<file path="config.mk">
export PLATFORM = sky130hd
export DESIGN_NAME = slc_top
export DESIGN_NICKNAME = d
export VERILOG_FILES = /design/src/slc_pkg.sv /design/src/slc_link_tx.sv /design/src/slc_top.sv
export SDC_FILE = /design/constraint.sdc
export NUM_CORES = 1
export LEC_CHECK = 0
export ABC_CLOCK_PERIOD_IN_PS = 3300
export BUFFER_PORTS_ARGS = -buffer_cell sky130_fd_sc_hd__buf_4
export CAP_MARGIN = 20
export CORE_MARGIN = 8
export CORE_UTILIZATION = 57
export CTS_CLUSTER_SIZE = 30
export DETAILED_ROUTE_END_ITERATION = 7
export PLACE_DENSITY_LB_ADDON = 0.08
export REMOVE_ABC_BUFFERS = 1
export SETUP_SLACK_MARGIN = 0.05
export SLEW_MARGIN = 10
export SYNTH_ARGS = -nofsm -noshare
export SYNTH_HDL_FRONTEND = slang
export SYNTH_SLANG_ARGS = --single-unit
</file>
<file path="constraint.sdc">
create_clock -name hclk -period 3.3 [get_ports hclk]
set_input_delay 0.165 -clock hclk [delete_from_list [all_inputs] [get_ports hclk]]
set_output_delay 0.165 -clock hclk [all_outputs]
set_load 0.03 [all_outputs]
</file>
<file path="src/slc_pkg.sv">
// constants and field layout of the switch link control and status block
package slc_pkg;
  // ----------------------------------------
  // register indices (byte address is four times the index)
  // ----------------------------------------
  localparam logic [7:0] IDX_RSVD = 8'h11;
  localparam logic [7:0] IDX_DBG = 8'h1F;
  localparam logic [7:0] IDX_EXT_STAT = 8'h20;
  localparam logic [7:0] IDX_PL_STAT = 8'h40;
  localparam logic [7:0] IDX_CFG = 8'h80;
  localparam logic [7:0] IDX_STATIC = 8'hA0;
  localparam int N_LINK = 8;
  // ----------------------------------------
  // field positions
  // ----------------------------------------
  localparam int B_DBG_RSVD = 4;
  localparam int B_TYPE = 24;
  localparam int B_DEST = 16;
  localparam int B_DIR = 8;
  localparam int B_NET = 4;
  localparam int B_JUNK = 2;
  localparam int B_DST_USE = 1;
  localparam int B_SRC_USE = 0;
  localparam int B_EN = 31;
  localparam int B_WIDE = 30;
  localparam int B_ERR = 27;
  localparam int B_ISSUED = 26;
  localparam int B_HELD = 25;
  localparam int B_GREETING_TOKEN = 24;
  localparam int B_RXRST = 23;
  localparam int B_SYMGAP = 11;
  localparam int B_TOKGAP = 0;
  localparam int B_ST_EN = 31;
  localparam int B_ST_PROC = 8;
  localparam int B_ST_CHAN = 0;
  localparam int GAP_W = 11;
  // ----------------------------------------
  // reset values and static link letter map (A=0 .. H=7)
  // ----------------------------------------
  localparam logic [31:0] ZERO_WORD = 32'h0000_0000;
  localparam logic [GAP_W:0] GAP_ONE = 12'h001;
  localparam logic [7:0][2:0] STATIC_LINK_MAP = {3'h5, 3'h4, 3'h7, 3'h6, 3'h1, 3'h0, 3'h3, 3'h2};
  localparam logic [1:0] HTRANS_NONSEQ = 2'h2;
endpackage : slc_pkg

</file>
<file path="src/slc_link_tx.sv">
// per-link credit tracking and transmit pacing
module slc_link_tx import slc_pkg::*; (
  // clock and reset
  input wire logic hclk,
  input wire logic hresetn,
  // configuration
  input wire logic enable,
  input wire logic [GAP_W-1:0] sym_gap,
  input wire logic [GAP_W-1:0] tok_gap,
  input wire logic greeting_token,
  input wire logic rx_reset,
  // credit events from the link
  input wire logic remote_credit,
  input wire logic local_grant,
  // symbol stream to the wire
  input wire logic sym_valid,
  input wire logic sym_last,
  output logic sym_ready,
  // status
  output logic credit_held,
  output logic credit_issued
);
  typedef struct packed {
    logic held;
    logic issued;
    logic [GAP_W:0] gap;
  } slc_tx_s;

  slc_tx_s s_r;
  slc_tx_s s_nxt;

  // only send with credit, once spacing has run out
  assign sym_ready = enable & s_r.held & ~greeting_token & (s_r.gap == '0);
  assign credit_held = s_r.held;
  assign credit_issued = s_r.issued;

  // next state
  always_comb begin
    s_nxt = s_r;
    if (s_r.gap != '0) begin
      s_nxt.gap = s_r.gap - GAP_ONE;
    end
    if (sym_valid & sym_ready) begin
      if (sym_last) begin
        s_nxt.gap = {1'b0, tok_gap} + GAP_ONE;
      end else begin
        s_nxt.gap = {1'b0, sym_gap} + GAP_ONE;
      end
    end
    // greeting drops own credit; incoming credit wins
    if (greeting_token) begin
      s_nxt.held = 1'b0;
    end
    if (remote_credit) begin
      s_nxt.held = 1'b1;
    end
    // receiver reset withdraws issued credit; new grant wins
    if (rx_reset) begin
      s_nxt.issued = 1'b0;
    end
    if (local_grant) begin
      s_nxt.issued = 1'b1;
    end
    if (!enable) begin
      s_nxt.held = 1'b0;
      s_nxt.issued = 1'b0;
    end
  end

  // state register
  always_ff @(posedge hclk or negedge hresetn) begin
    if (!hresetn) begin
      s_r <= '0;
    end else begin
      s_r <= s_nxt;
    end
  end
endmodule : slc_link_tx

</file>
<file path="src/slc_top.sv">
// link control and status registers of the switch, AHB-Lite slave
module slc_top import slc_pkg::*; (
  // clock and reset
  input wire logic hclk,
  input wire logic hresetn,
  // ahb-lite slave
  input wire logic hsel,
  input wire logic [31:0] haddr,
  input wire logic [1:0] htrans,
  input wire logic hwrite,
  input wire logic [2:0] hsize,
  input wire logic [31:0] hwdata,
  input wire logic hready,
  output logic hreadyout,
  output logic hresp,
  output logic [31:0] hrdata,
  // debug event sources, one-cycle pulses
  input wire logic dbg_evt_core0,
  input wire logic dbg_evt_core1,
  // external link route status from switch core
  input wire logic [7:0][1:0] ext_src_type,
  input wire logic [7:0][7:0] ext_dest,
  input wire logic [7:0] ext_junk,
  input wire logic [7:0] ext_dst_use,
  input wire logic [7:0] ext_src_use,
  // processor link route status from switch core
  input wire logic [7:0][1:0] pl_src_type,
  input wire logic [7:0][7:0] pl_dest,
  input wire logic [7:0] pl_junk,
  input wire logic [7:0] pl_dst_use,
  input wire logic [7:0] pl_src_use,
  // link receiver events, one-cycle pulses
  input wire logic [7:0] rx_error,
  input wire logic [7:0] remote_credit,
  input wire logic [7:0] local_grant,
  // transmit symbol streams
  input wire logic [7:0] tx_sym_valid,
  input wire logic [7:0] tx_sym_last,
  output logic [7:0] tx_sym_ready,
  // link controls
  output logic [7:0] link_enable,
  output logic [7:0] link_wide,
  output logic [7:0] link_greeting_token,
  output logic [7:0] link_rx_reset,
  output logic [7:0][3:0] ext_dir,
  output logic [7:0][1:0] ext_net,
  output logic [7:0][1:0] pl_net,
  // static forwarding, indexed by link letter A..H
  output logic [7:0] static_fwd_en,
  output logic [7:0] static_fwd_proc,
  output logic [7:0][4:0] static_fwd_chan
);
  typedef struct packed {
    logic [1:0] rsvd;
    logic dbg_rsvd;
    logic [1:0] dbg_core;
    logic [7:0][3:0] dir;
    logic [7:0][1:0] enet;
    logic [7:0][1:0] pnet;
    logic [7:0] en;
    logic [7:0] wide;
    logic [7:0] err;
    logic [7:0][GAP_W-1:0] symgap;
    logic [7:0][GAP_W-1:0] tokgap;
    logic [7:0] greeting_token;
    logic [7:0] rxrst;
    logic [7:0] st_en;
    logic [7:0] st_proc;
    logic [7:0][4:0] st_chan;
    logic dp_wr;
    logic dp_rd;
    logic rd_done;
    logic dp_hit;
    logic [7:0] dp_idx;
    logic [31:0] rdata;
  } slc_state_s;

  slc_state_s s_r;
  slc_state_s s_nxt;
  logic [7:0] held;
  logic [7:0] issued;

  // true when idx addresses entry i of the bank at base
  function automatic logic bank_hit(input logic [7:0] idx, input logic [7:0] base, input int i);
    bank_hit = (idx == (base + 8'(i)));
  endfunction : bank_hit

  // ----------------------------------------
  // read data decode
  // ----------------------------------------
  function automatic logic [31:0] rd_word(input slc_state_s st, input logic [7:0] idx,
                                          input logic [7:0] hv, input logic [7:0] iv);
    logic [31:0] w;
    w = ZERO_WORD;
    if (idx == IDX_RSVD) begin
      w[1:0] = st.rsvd;
    end
    if (idx == IDX_DBG) begin
      w[B_DBG_RSVD] = st.dbg_rsvd;
      w[1:0] = st.dbg_core;
    end
    for (int i = 0; i < N_LINK; i++) begin
      if (bank_hit(idx, IDX_EXT_STAT, i)) begin
        w[B_TYPE +: 2] = ext_src_type[i];
        w[B_DEST +: 8] = ext_dest[i];
        w[B_DIR +: 4] = st.dir[i];
        w[B_NET +: 2] = st.enet[i];
        w[B_JUNK] = ext_junk[i];
        w[B_DST_USE] = ext_dst_use[i];
        w[B_SRC_USE] = ext_src_use[i];
      end
      if (bank_hit(idx, IDX_PL_STAT, i)) begin
        w[B_TYPE +: 2] = pl_src_type[i];
        w[B_DEST +: 8] = pl_dest[i];
        w[B_NET +: 2] = st.pnet[i];
        w[B_JUNK] = pl_junk[i];
        w[B_DST_USE] = pl_dst_use[i];
        w[B_SRC_USE] = pl_src_use[i];
      end
      if (bank_hit(idx, IDX_CFG, i)) begin
        w[B_EN] = st.en[i];
        w[B_WIDE] = st.wide[i];
        w[B_ERR] = st.err[i];
        w[B_ISSUED] = iv[i];
        w[B_HELD] = hv[i];
        w[B_SYMGAP +: GAP_W] = st.symgap[i];
        w[B_TOKGAP +: GAP_W] = st.tokgap[i];
      end
      if (bank_hit(idx, IDX_STATIC, i)) begin
        w[B_ST_EN] = st.st_en[i];
        w[B_ST_PROC] = st.st_proc[i];
        w[B_ST_CHAN +: 5] = st.st_chan[i];
      end
    end
    rd_word = w;
  endfunction : rd_word

  // ----------------------------------------
  // bus answers
  // ----------------------------------------
  // reads take one wait state so a write just before is seen
  assign hreadyout = ~(s_r.dp_rd & ~s_r.rd_done);
  assign hresp = 1'b0;
  assign hrdata = s_r.rdata;

  // ----------------------------------------
  // next state
  // ----------------------------------------
  always_comb begin
    s_nxt = s_r;
    s_nxt.greeting_token = '0;
    s_nxt.rxrst = '0;
    // write data phase, only documented writable fields
    if (s_r.dp_wr & s_r.dp_hit) begin
      if (s_r.dp_idx == IDX_RSVD) begin
        s_nxt.rsvd = hwdata[1:0];
      end
      if (s_r.dp_idx == IDX_DBG) begin
        s_nxt.dbg_rsvd = hwdata[B_DBG_RSVD];
        s_nxt.dbg_core = hwdata[1:0];
      end
      for (int i = 0; i < N_LINK; i++) begin
        if (bank_hit(s_r.dp_idx, IDX_EXT_STAT, i)) begin
          s_nxt.dir[i] = hwdata[B_DIR +: 4];
          s_nxt.enet[i] = hwdata[B_NET +: 2];
        end
        if (bank_hit(s_r.dp_idx, IDX_PL_STAT, i)) begin
          s_nxt.pnet[i] = hwdata[B_NET +: 2];
        end
        if (bank_hit(s_r.dp_idx, IDX_CFG, i)) begin
          s_nxt.en[i] = hwdata[B_EN];
          s_nxt.wide[i] = hwdata[B_WIDE];
          s_nxt.greeting_token[i] = hwdata[B_GREETING_TOKEN];
          s_nxt.rxrst[i] = hwdata[B_RXRST];
          s_nxt.symgap[i] = hwdata[B_SYMGAP +: GAP_W];
          s_nxt.tokgap[i] = hwdata[B_TOKGAP +: GAP_W];
        end
        if (bank_hit(s_r.dp_idx, IDX_STATIC, i)) begin
          s_nxt.st_en[i] = hwdata[B_ST_EN];
          s_nxt.st_proc[i] = hwdata[B_ST_PROC];
          s_nxt.st_chan[i] = hwdata[B_ST_CHAN +: 5];
        end
      end
    end
    // receiver reset clears the error flag, a new error wins
    for (int i = 0; i < N_LINK; i++) begin
      if (s_nxt.rxrst[i]) begin
        s_nxt.err[i] = 1'b0;
      end
      if (rx_error[i]) begin
        s_nxt.err[i] = 1'b1;
      end
    end
    // latest debug event names its core, over any write
    if (dbg_evt_core0 | dbg_evt_core1) begin
      s_nxt.dbg_core = {dbg_evt_core1, dbg_evt_core0};
    end
    // read data phase: one wait cycle, then data from flops
    if (s_r.dp_rd & ~s_r.rd_done) begin
      s_nxt.rd_done = 1'b1;
      s_nxt.rdata = s_r.dp_hit ? rd_word(s_r, s_r.dp_idx, held, issued) : ZERO_WORD;
    end
    // address phase
    if (hreadyout & hready) begin
      s_nxt.rd_done = 1'b0;
      if (hsel & (htrans == HTRANS_NONSEQ)) begin
        s_nxt.dp_wr = hwrite;
        s_nxt.dp_rd = ~hwrite;
        s_nxt.dp_idx = haddr[9:2];
        s_nxt.dp_hit = (haddr[31:10] == '0) & (haddr[1:0] == 2'h0);
      end else begin
        s_nxt.dp_wr = 1'b0;
        s_nxt.dp_rd = 1'b0;
      end
    end
  end

  // ----------------------------------------
  // state register
  // ----------------------------------------
  always_ff @(posedge hclk or negedge hresetn) begin
    if (!hresetn) begin
      s_r <= '0;
    end else begin
      s_r <= s_nxt;
    end
  end

  // ----------------------------------------
  // link controls and outputs
  // ----------------------------------------
  assign link_enable = s_r.en;
  assign link_wide = s_r.wide;
  assign link_greeting_token = s_r.greeting_token;
  assign link_rx_reset = s_r.rxrst;
  assign ext_dir = s_r.dir;
  assign ext_net = s_r.enet;
  assign pl_net = s_r.pnet;

  // per-link transmit pacing and credit, static letter remap
  for (genvar g = 0; g < N_LINK; g++) begin : g_link
    slc_link_tx u_tx (
      .hclk(hclk),
      .hresetn(hresetn),
      .enable(s_r.en[g]),
      .sym_gap(s_r.symgap[g]),
      .tok_gap(s_r.tokgap[g]),
      .greeting_token(s_r.greeting_token[g]),
      .rx_reset(s_r.rxrst[g]),
      .remote_credit(remote_credit[g]),
      .local_grant(local_grant[g]),
      .sym_valid(tx_sym_valid[g]),
      .sym_last(tx_sym_last[g]),
      .sym_ready(tx_sym_ready[g]),
      .credit_held(held[g]),
      .credit_issued(issued[g])
    );
    assign static_fwd_en[STATIC_LINK_MAP[g]] = s_r.st_en[g];
    assign static_fwd_proc[STATIC_LINK_MAP[g]] = s_r.st_proc[g];
    assign static_fwd_chan[STATIC_LINK_MAP[g]] = s_r.st_chan[g];
  end : g_link
endmodule : slc_top

</file>
==> results of run 1 <==
==> flip-flops by register name, summed over array words and instances, names as in the netlist <==
signal and cells:
s_r 201, g_link.u_tx.s_r 96, static_fwd_chan 40, ext_dir 32
hrdata 30, ext_net 16, pl_net 16, g_link.u_tx.credit_held 8
g_link.u_tx.credit_issued 8, link_enable 8, link_greeting_token 8, link_rx_reset 8
link_wide 8, static_fwd_en 8, static_fwd_proc 8
==> layout by cell type (no fill, tap or decap), types with 10 or more instances in the layout <==
master and n:
buf_12 14, or3_1 25, o2111ai_1 12, a22o_1 23
mux2i_1 42, a32oi_1 21, o211ai_1 18, ha_1 16
nor4_1 18, nand2b_1 10, nand4_1 14, nor2_2 19
clkbuf_1 10, buf_4 618, nor2_1 135, and3_1 28
clkbuf_8 12, xor2_1 53, a222oi_1 11, dlygate4sd3_1 91
nand2_1 172, xnor2_1 86, nor3_1 50, o21ai_0 119
o21a_1 29, dfrtp_1 493, mux2_2 358, a22oi_1 70
a221oi_1 71, a21oi_1 106, nor2b_1 56, nand3_1 50
o22ai_1 63, clkbuf_16 55, nand3b_1 12, inv_1 35
clkinv_2 10
==> power groups by stage <==
| stage | registers, mW | clock network [mW] | logic (mW) |
|---|---|---|---|
| floorplan | 6.59 | 0 | 0.681 |
| global placement | 6.54 | 0 | 2.12 |
| detailed placement | 6.55 | 0 | 2.13 |
| CTS | 6.44 | 6.56 | 2.22 |
| global route | 6.46 | 6.82 | 2.37 |
| finish | 6.45 | 6.58 | 2.30 |
==> metrics by stage <==
| step | hold WS [ps] | setup TNS [ps] | util | area, sq um |
|---|---|---|---|---|
| detailed placement | 244.1 | 0 | 0.6526 | 31940 |
| finish | 26.16 | 0 | 0.7114 | 34820 |
| CTS | 6.708 | 0 | 0.7098 | 34750 |
| global route | 30.38 | 0 | 0.7113 | 34820 |
| floorplan | -130.6 | -82850 | - | 26160 |
| global placement | 231.5 | 0 | 0.6526 | 31940 |
==> logic make-up (layout without fill, tap and decap cells) <==
logic type | after synthesis | in the layout | synth area share
mux | 400 | 400 | 0.1575
flops | 495 | 495 | 0.4383
xor+xnor | 139 | 139 | 0.04308
fa+ha+maj | 16 | 16 | 0.007084
compound gates | 641 | 641 | 0.1565
other cells | 1 | 6 | 0.0001327
buf+inv | 379 | 857 | 0.07921
simple gates | 647 | 647 | 0.1181
==> path summary, 6_finish.rpt <==
path                                          start                           endpoint  slack (ps)  depth (start not counted)
worst min-delay path                tx_sym_valid[7]  g_link[7].u_tx.s_r[3]$_DFFE_PN0P_          30                          3
worst min register to register  s_r[42]$_DFFE_PN0P_                s_r[42]$_DFFE_PN0P_         490                          2
worst max-delay path            s_r[33]$_DFFE_PN0P_              hrdata[0]$_DFFE_PN0P_          30                          8
max in group asynchronous                   hresetn     static_fwd_proc[5]$_DFFE_PN0P_        2060                          3
worst max register to register  s_r[33]$_DFFE_PN0P_              hrdata[0]$_DFFE_PN0P_          30                          8
min in group asynchronous                   hresetn         link_rx_reset[3]$_DFF_PN0_         130                          2
==> final cells by class <==
| cell class | instances | area [sq um] |
|---|---|---|
| clock inverters | 21 | 314.1 |
| clock buffers | 77 | 1579 |
| diodes | 3 | 7.507 |
| well taps | 664 | 830.8 |
| flip-flops and latches | 495 | 12390 |
| inverters | 35 | 131.4 |
| multi-input cells | 1846 | 13720 |
| fillers | 3620 | 14130 |
| repair buffers | 724 | 5846 |
==> layer usage <==
layer / vias to the layer above / global-route usage
met3: 520 / 0.1379
met1: 12910 / 0.5357
met2: 1999 / 0.6577
li1: 10710 / -
met4: 2 / 0.2512
met5: - / 0
==> critical path, cell delays in order (launching register included) <==
cell      delay, ps
dfrtp_1         650
or4b_2          440
nor2_1          140
a32o_1          220
a211oi_1        380
a41oi_1         280
o221ai_1        280
nand4_1         340
a221o_1         410
==> what timing repair did <==
item | 4_1_cts | 5_1_grt
gates resized for setup | 0 | 5
endpoints found under the setup margin | 0 | 6
endpoints found under the hold margin | 265 | 0
buffers inserted | 0 | 5
hold buffers | 91 | 0
==> summary.md, run 1 <==
| Metric | Value |
|---|---|
| Worst Path Required | about 3800 ps |
| Fmax | ~310 MHz |
| First-pass GRT wire length | 181.6 mm |
| LEAKAGE | 15.25 nW |
| Final worst setup slack | 25.14 ps |
| Placed cells | 3668 |
| Detailed Route WL | about 130 mm |
| Hold crit path type | primary input to register |
| Dominant cell type by area after synthesis | dfrtp_1 |
| CP Max Fanout | 14 |
| Internal power | 11.05 mW |
| DRC viols | 0 |
| Clk sinks | 495 |
| Core footprint | 0.04895 sq mm |
| P per Cell Area | ~440 mW/mm^2 |
| Reg power frac | 0.421 |
| Pre-Repair DR Iteration Count | 8 |
| Post-Route M1 WL | ~45 mm |
| Finished Layout Cells | ~3900 |
| Total gr overflow | 0 |
| WL met2 | 55.78 mm |
| Htree depth | 2 |
| Uppermost routed layer | met5 |
| Worst Max-Slew Pin Slew | 1062 ps |
| Final Hold Vio Count | 0 |
| Area growth syn-to-layout | 23.23% |
| Post-synth top cells | dfrtp_1 (495), mux2_2 (358), buf_4 (198) |
| Switching share of power | 0.2790 |
| Setup crit end kind | register |
| Total power | 15.33 mW |
| Port-buffer cells | around 510 |
| Count leader, synth | dfrtp_1 |
| Sequential share of the synthesized area | 0.4383 |
| Nets | 3495 |
| Sw Pwr | 4.277 mW |
| Clock buffer depth | 3 |
| Critical path class | register to register |
| Largest net degree at the start of global routing | 90 |
| Share of layout cells above drive strength 1 | 0.3549 |
| Final Cycle Share | 0.9924 |
| Worst vdd ir | 0.0004280 V |
| Final setup viols | 0 |
| Run status | finished, final reports clean |
| Yosys reg bits | 495 |
| Clock transition at path regs | 60 ps |
| Placer Congestion | 1.035 |
| Post-synth ARST share | 1.000 |
| CTS tree | done |
| Via count | 26140 |
| Worst slack at placement | 159.3 ps |
| Mapped Area | between 0.02 and 0.03 sq mm |
| DP HPWL | 94.51 mm |
| Die width | 238.7 um |
| Startpoint types | register |
| Clock Skews | 14.54 ps |
| Gate power share | 0.150 |
| Met3 Wirelength | 15.90 mm |
| All-Layer GR Usage | 0.4314 |
| Initial antenna violation count | 5 |
| Slew Viols, Final | 0 |
| Synth Area per Inst | 10.40 sq um |
| DR WL/cell | 32.59 um |
| Library cells used by synthesis | 84 |
| Root buffer cell | clkbuf_16 |
| Initial DRC count | between 3000 and 4000 |
| CP arrival | 3770 ps |
| Slew HR | 0.2901 |
| Die area | roughly 0.057 sq mm |
| Number of synthesized flops with an enable pin | 0 |
| Ys flop type | dfrtp_1 |
| Synth top area cells | dfrtp_1 (44%), mux2_2 (14%), buf_4 (5.3%) |
| Clk_lat worst skew | 630 ps |
| Synth top area share | 0.4383 |
| Clock Power Share | 0.429 |
| Die Y | 238.7 um |
| Min Clock Period, post-route | 3275 ps |
| # IOs | 518 |
| Post-route ant nets | 0 |
| Max-Cap Viols | 0 |
| Synthesized instance count | ~2700 |
| Starting Density | 0.5773 |
| Number of vias per cell | 6.763 |
| Warnings from Yosys | 0 |
| FP Rows | 81 |
| Vias in the first global route | roughly 27000 |
| RSZ-0062 raised after global routing | false |
| CTS Buf Count | 53 |
(Power assumes the default switching activity.)
==> run 2, diff against run 1 <==
--- a/config.mk
+++ b/config.mk
@@ -8,8 +8,10 @@
 export ABC_CLOCK_PERIOD_IN_PS = 3300
 export BUFFER_PORTS_ARGS = -buffer_cell sky130_fd_sc_hd__buf_4
 export CAP_MARGIN = 20
+export CELL_PAD_IN_SITES_DETAIL_PLACEMENT = 1
+export CELL_PAD_IN_SITES_GLOBAL_PLACEMENT = 1
 export CORE_MARGIN = 8
-export CORE_UTILIZATION = 57
+export CORE_UTILIZATION = 44
 export CTS_CLUSTER_SIZE = 30
 export DETAILED_ROUTE_END_ITERATION = 7
 export PLACE_DENSITY_LB_ADDON = 0.08
==> run 2 against run 1 <==
Register-to-register slack improved by 110 ps. Utilization shrank 16 points. Clock-buffer cell count increased by 2.
==> summary.md, run 2 (synthesis gave the netlist of run 1 again) <==
| Metric | Value |
|---|---|
| Initial antenna violation count | 8 |
| Die area | 0.07259 sq mm |
| CP max stage delay | 730 ps |
| Slowest CP cell | or4b_1 |
| GR Util met1 | 0.4873 |
| Min Clock Period, post-route | 3166 ps |
| DR WL/cell | 34.25 um |
| Htree depth | 2 |
| Register area | 0.01239 sq mm |
| Final Hold Vio Count | 0 |
| Final setup viols | 0 |
| Setup crit end kind | register |
| Area of the multi-input gates | approximately 0.014 sq mm |
| Via count | 26140 |
| LEAKAGE | approximately 16 nW |
| RSZ-0062 raised after global routing | true |
| Nets | 3550 |
| Initial DRC count | 2661 |
| Starting Density | 0.4415 |
| CP arrival | 3690 ps |
| Slew HR | 0.4496 |
| Port-buffer cells | 505 |
| Hold crit path type | primary input to register |
| Max reg flops | roughly 200 |
| Worst path top cell family by delay | simple AND/OR/NAND/NOR gates |
| Run status | finished, final reports clean |
| CP most frequent cell | buf_4 |
| Post-CTS Repair Setup Buffers | 0 |
| Final core utilization | 0.5553 |
| Fmax | 315.8 MHz |
| FP Rows | 93 |
| DP HPWL | ~110 mm |
| Worst R2R Setup Slack | 130 ps |
| Root buffer cell | clkbuf_16 |
| CTS tree | done |
| Critical path cell sequence | or4b_1, buf_4, nor2_1, buf_4, and3_1, o21bai_1, dlygate4sd3_1 |
| Total gr overflow | 0 |
| CP Max Fanout | 11 |
| Fill count | 6952 |
| GRT met2 Usage | 0.5988 |
| Clk sinks | 495 |
| Pre-Repair DR Iteration Count | 8 |
| Core footprint | 0.06400 sq mm |
| Worst Max-Slew Pin Slew | 822.6 ps |
| Placer Congestion | approximately 1.0 |
| M3 GR Usage | 0.08108 |
| Number of vias per cell | 6.351 |
| Clock buffer depth | 3 |
| All-Layer GR Usage | 0.3749 |
| Critical path class | register to register |
| RR Startpoint | s_r[36]$_DFFE_PN0P_ |
| Biggest register | s_r |
| Worst vdd ir | 0.0003726 V |
| Detailed Route WL | between 100 and 150 mm |
| WHS Endpoint | s_r[225]$_DFFE_PN0P_ |
| Total power | 15.63 mW |
| First-pass GRT wire length | 202.6 mm |
| Hold path start | hwdata[21] |
| Die width | 269.4 um |
| Max-Cap Viols | 0 |
| Clock Skews | about 13 ps |
| Share of layout cells above drive strength 1 | 0.3640 |
| Most frequent cells in the layout | buf_4 (661), dfrtp_1 (495), mux2_2 (358), nand2_1 (171), nor2_1 (136) |
| P per Cell Area | 439.8 mW/mm^2 |
| Clock transition at path regs | 60 ps |
| Crit path buf inv count | 3 |
| Hold path depth | 2 |
| Worst R2R End | s_r[292]$_DFFE_PN0P_ |
| Die Y | 269.4 um |
| Most common cell after layout, fill and taps aside | buf_4 |
| R2R depth | 7 |
| Vias in the first global route | 27990 |
| Setup_tns | 0 ps |
| Post-route ant nets | 0 |
| Startpoint types | register |
| Worst Path Required | 3820 ps |
| Slew Viols, Final | 0 |
| Area growth syn-to-layout | 25.76% |
| Most used routing layer | met2 |
| Clk_lat worst skew | 640 ps |
| DRC viols | 0 |
| # IOs | between 500 and 600 |
| Final Cycle Share | 0.9595 |
| CTS Buf Count | 57 |
| Largest net degree at the start of global routing | 86 |
## run 2: layout make-up
type,count,share of cell area
clock inverters,28,0.009647
well taps,855,0.03010
multi-input cells,1846,0.3868
repair buffers,775,0.1758
clock buffers,79,0.04528
inverters,35,0.003697
diodes,3,0.0002112
flip-flops and latches,495,0.3486
## run 2: metrics by stage
step           instances  hold slack [ps]  cell area [sq um]  setup slack [ps]
6_report            4116            39.56              35540             133.6
5_1_grt             4114            3.934              35530             65.89
4_1_cts             4112            5.314              35480             103.1
3_5_place_dp        3908            230.1              32550             184.3
3_3_place_gp        3908            226.7              32550             250.6
2_1_floorplan       2376           -130.6              26160             -1391
## run 2: worst max-delay path by stage
stage	start	to	depth (start not counted)
6_report	s_r[36]$_DFFE_PN0P_	s_r[292]$_DFFE_PN0P_	7
5_1_grt	s_r[36]$_DFFE_PN0P_	hrdata[4]$_DFFE_PN0P_	9
4_1_cts	g_link[2].u_tx.s_r[0]$_DFFE_PN0P_	tx_sym_ready[2]	9
3_5_place_dp	s_r[32]$_DFFE_PN0P_	hrdata[5]$_DFFE_PN0P_	9
3_3_place_gp	s_r[32]$_DFFE_PN0P_	hrdata[18]$_DFFE_PN0P_	9
2_1_floorplan	s_r[33]$_DFFE_PN0P_	link_enable[2]$_DFFE_PN0P_	4
## run 2: worst reg2reg max path, stage by stage (launching register included)
cell	delay, ps
dfrtp_1	480
or4b_1	730
buf_4	290
nor2_1	360
buf_4	330
and3_1	220
o21bai_1	70
dlygate4sd3_1	560
## run 2: power breakdown
part | internal, mW | total, mW | switching [mW]
clock network | 3.96 | 6.77 | 2.81
logic | 0.961 | 2.42 | 1.46
registers | 6.20 | 6.44 | 0.238
total | 11.1 | 15.6 | 4.51
## run 2: metal layers
metal / vias up / part of all wire
met5: - / 0.000092
met4: 2 / 0.052
met3: 344 / 0.084
met2: 1451 / 0.46
met1: 13540 / 0.41
li1: 10810 / -
## run 2: what timing repair did
action | 4_1_cts | 5_1_grt
pin swaps | 0 | 1
endpoints found under the hold margin | 256 | 0
endpoints found under the setup margin | 1 | 8
gates resized for setup | 1 | 7
hold buffers | 97 | 0
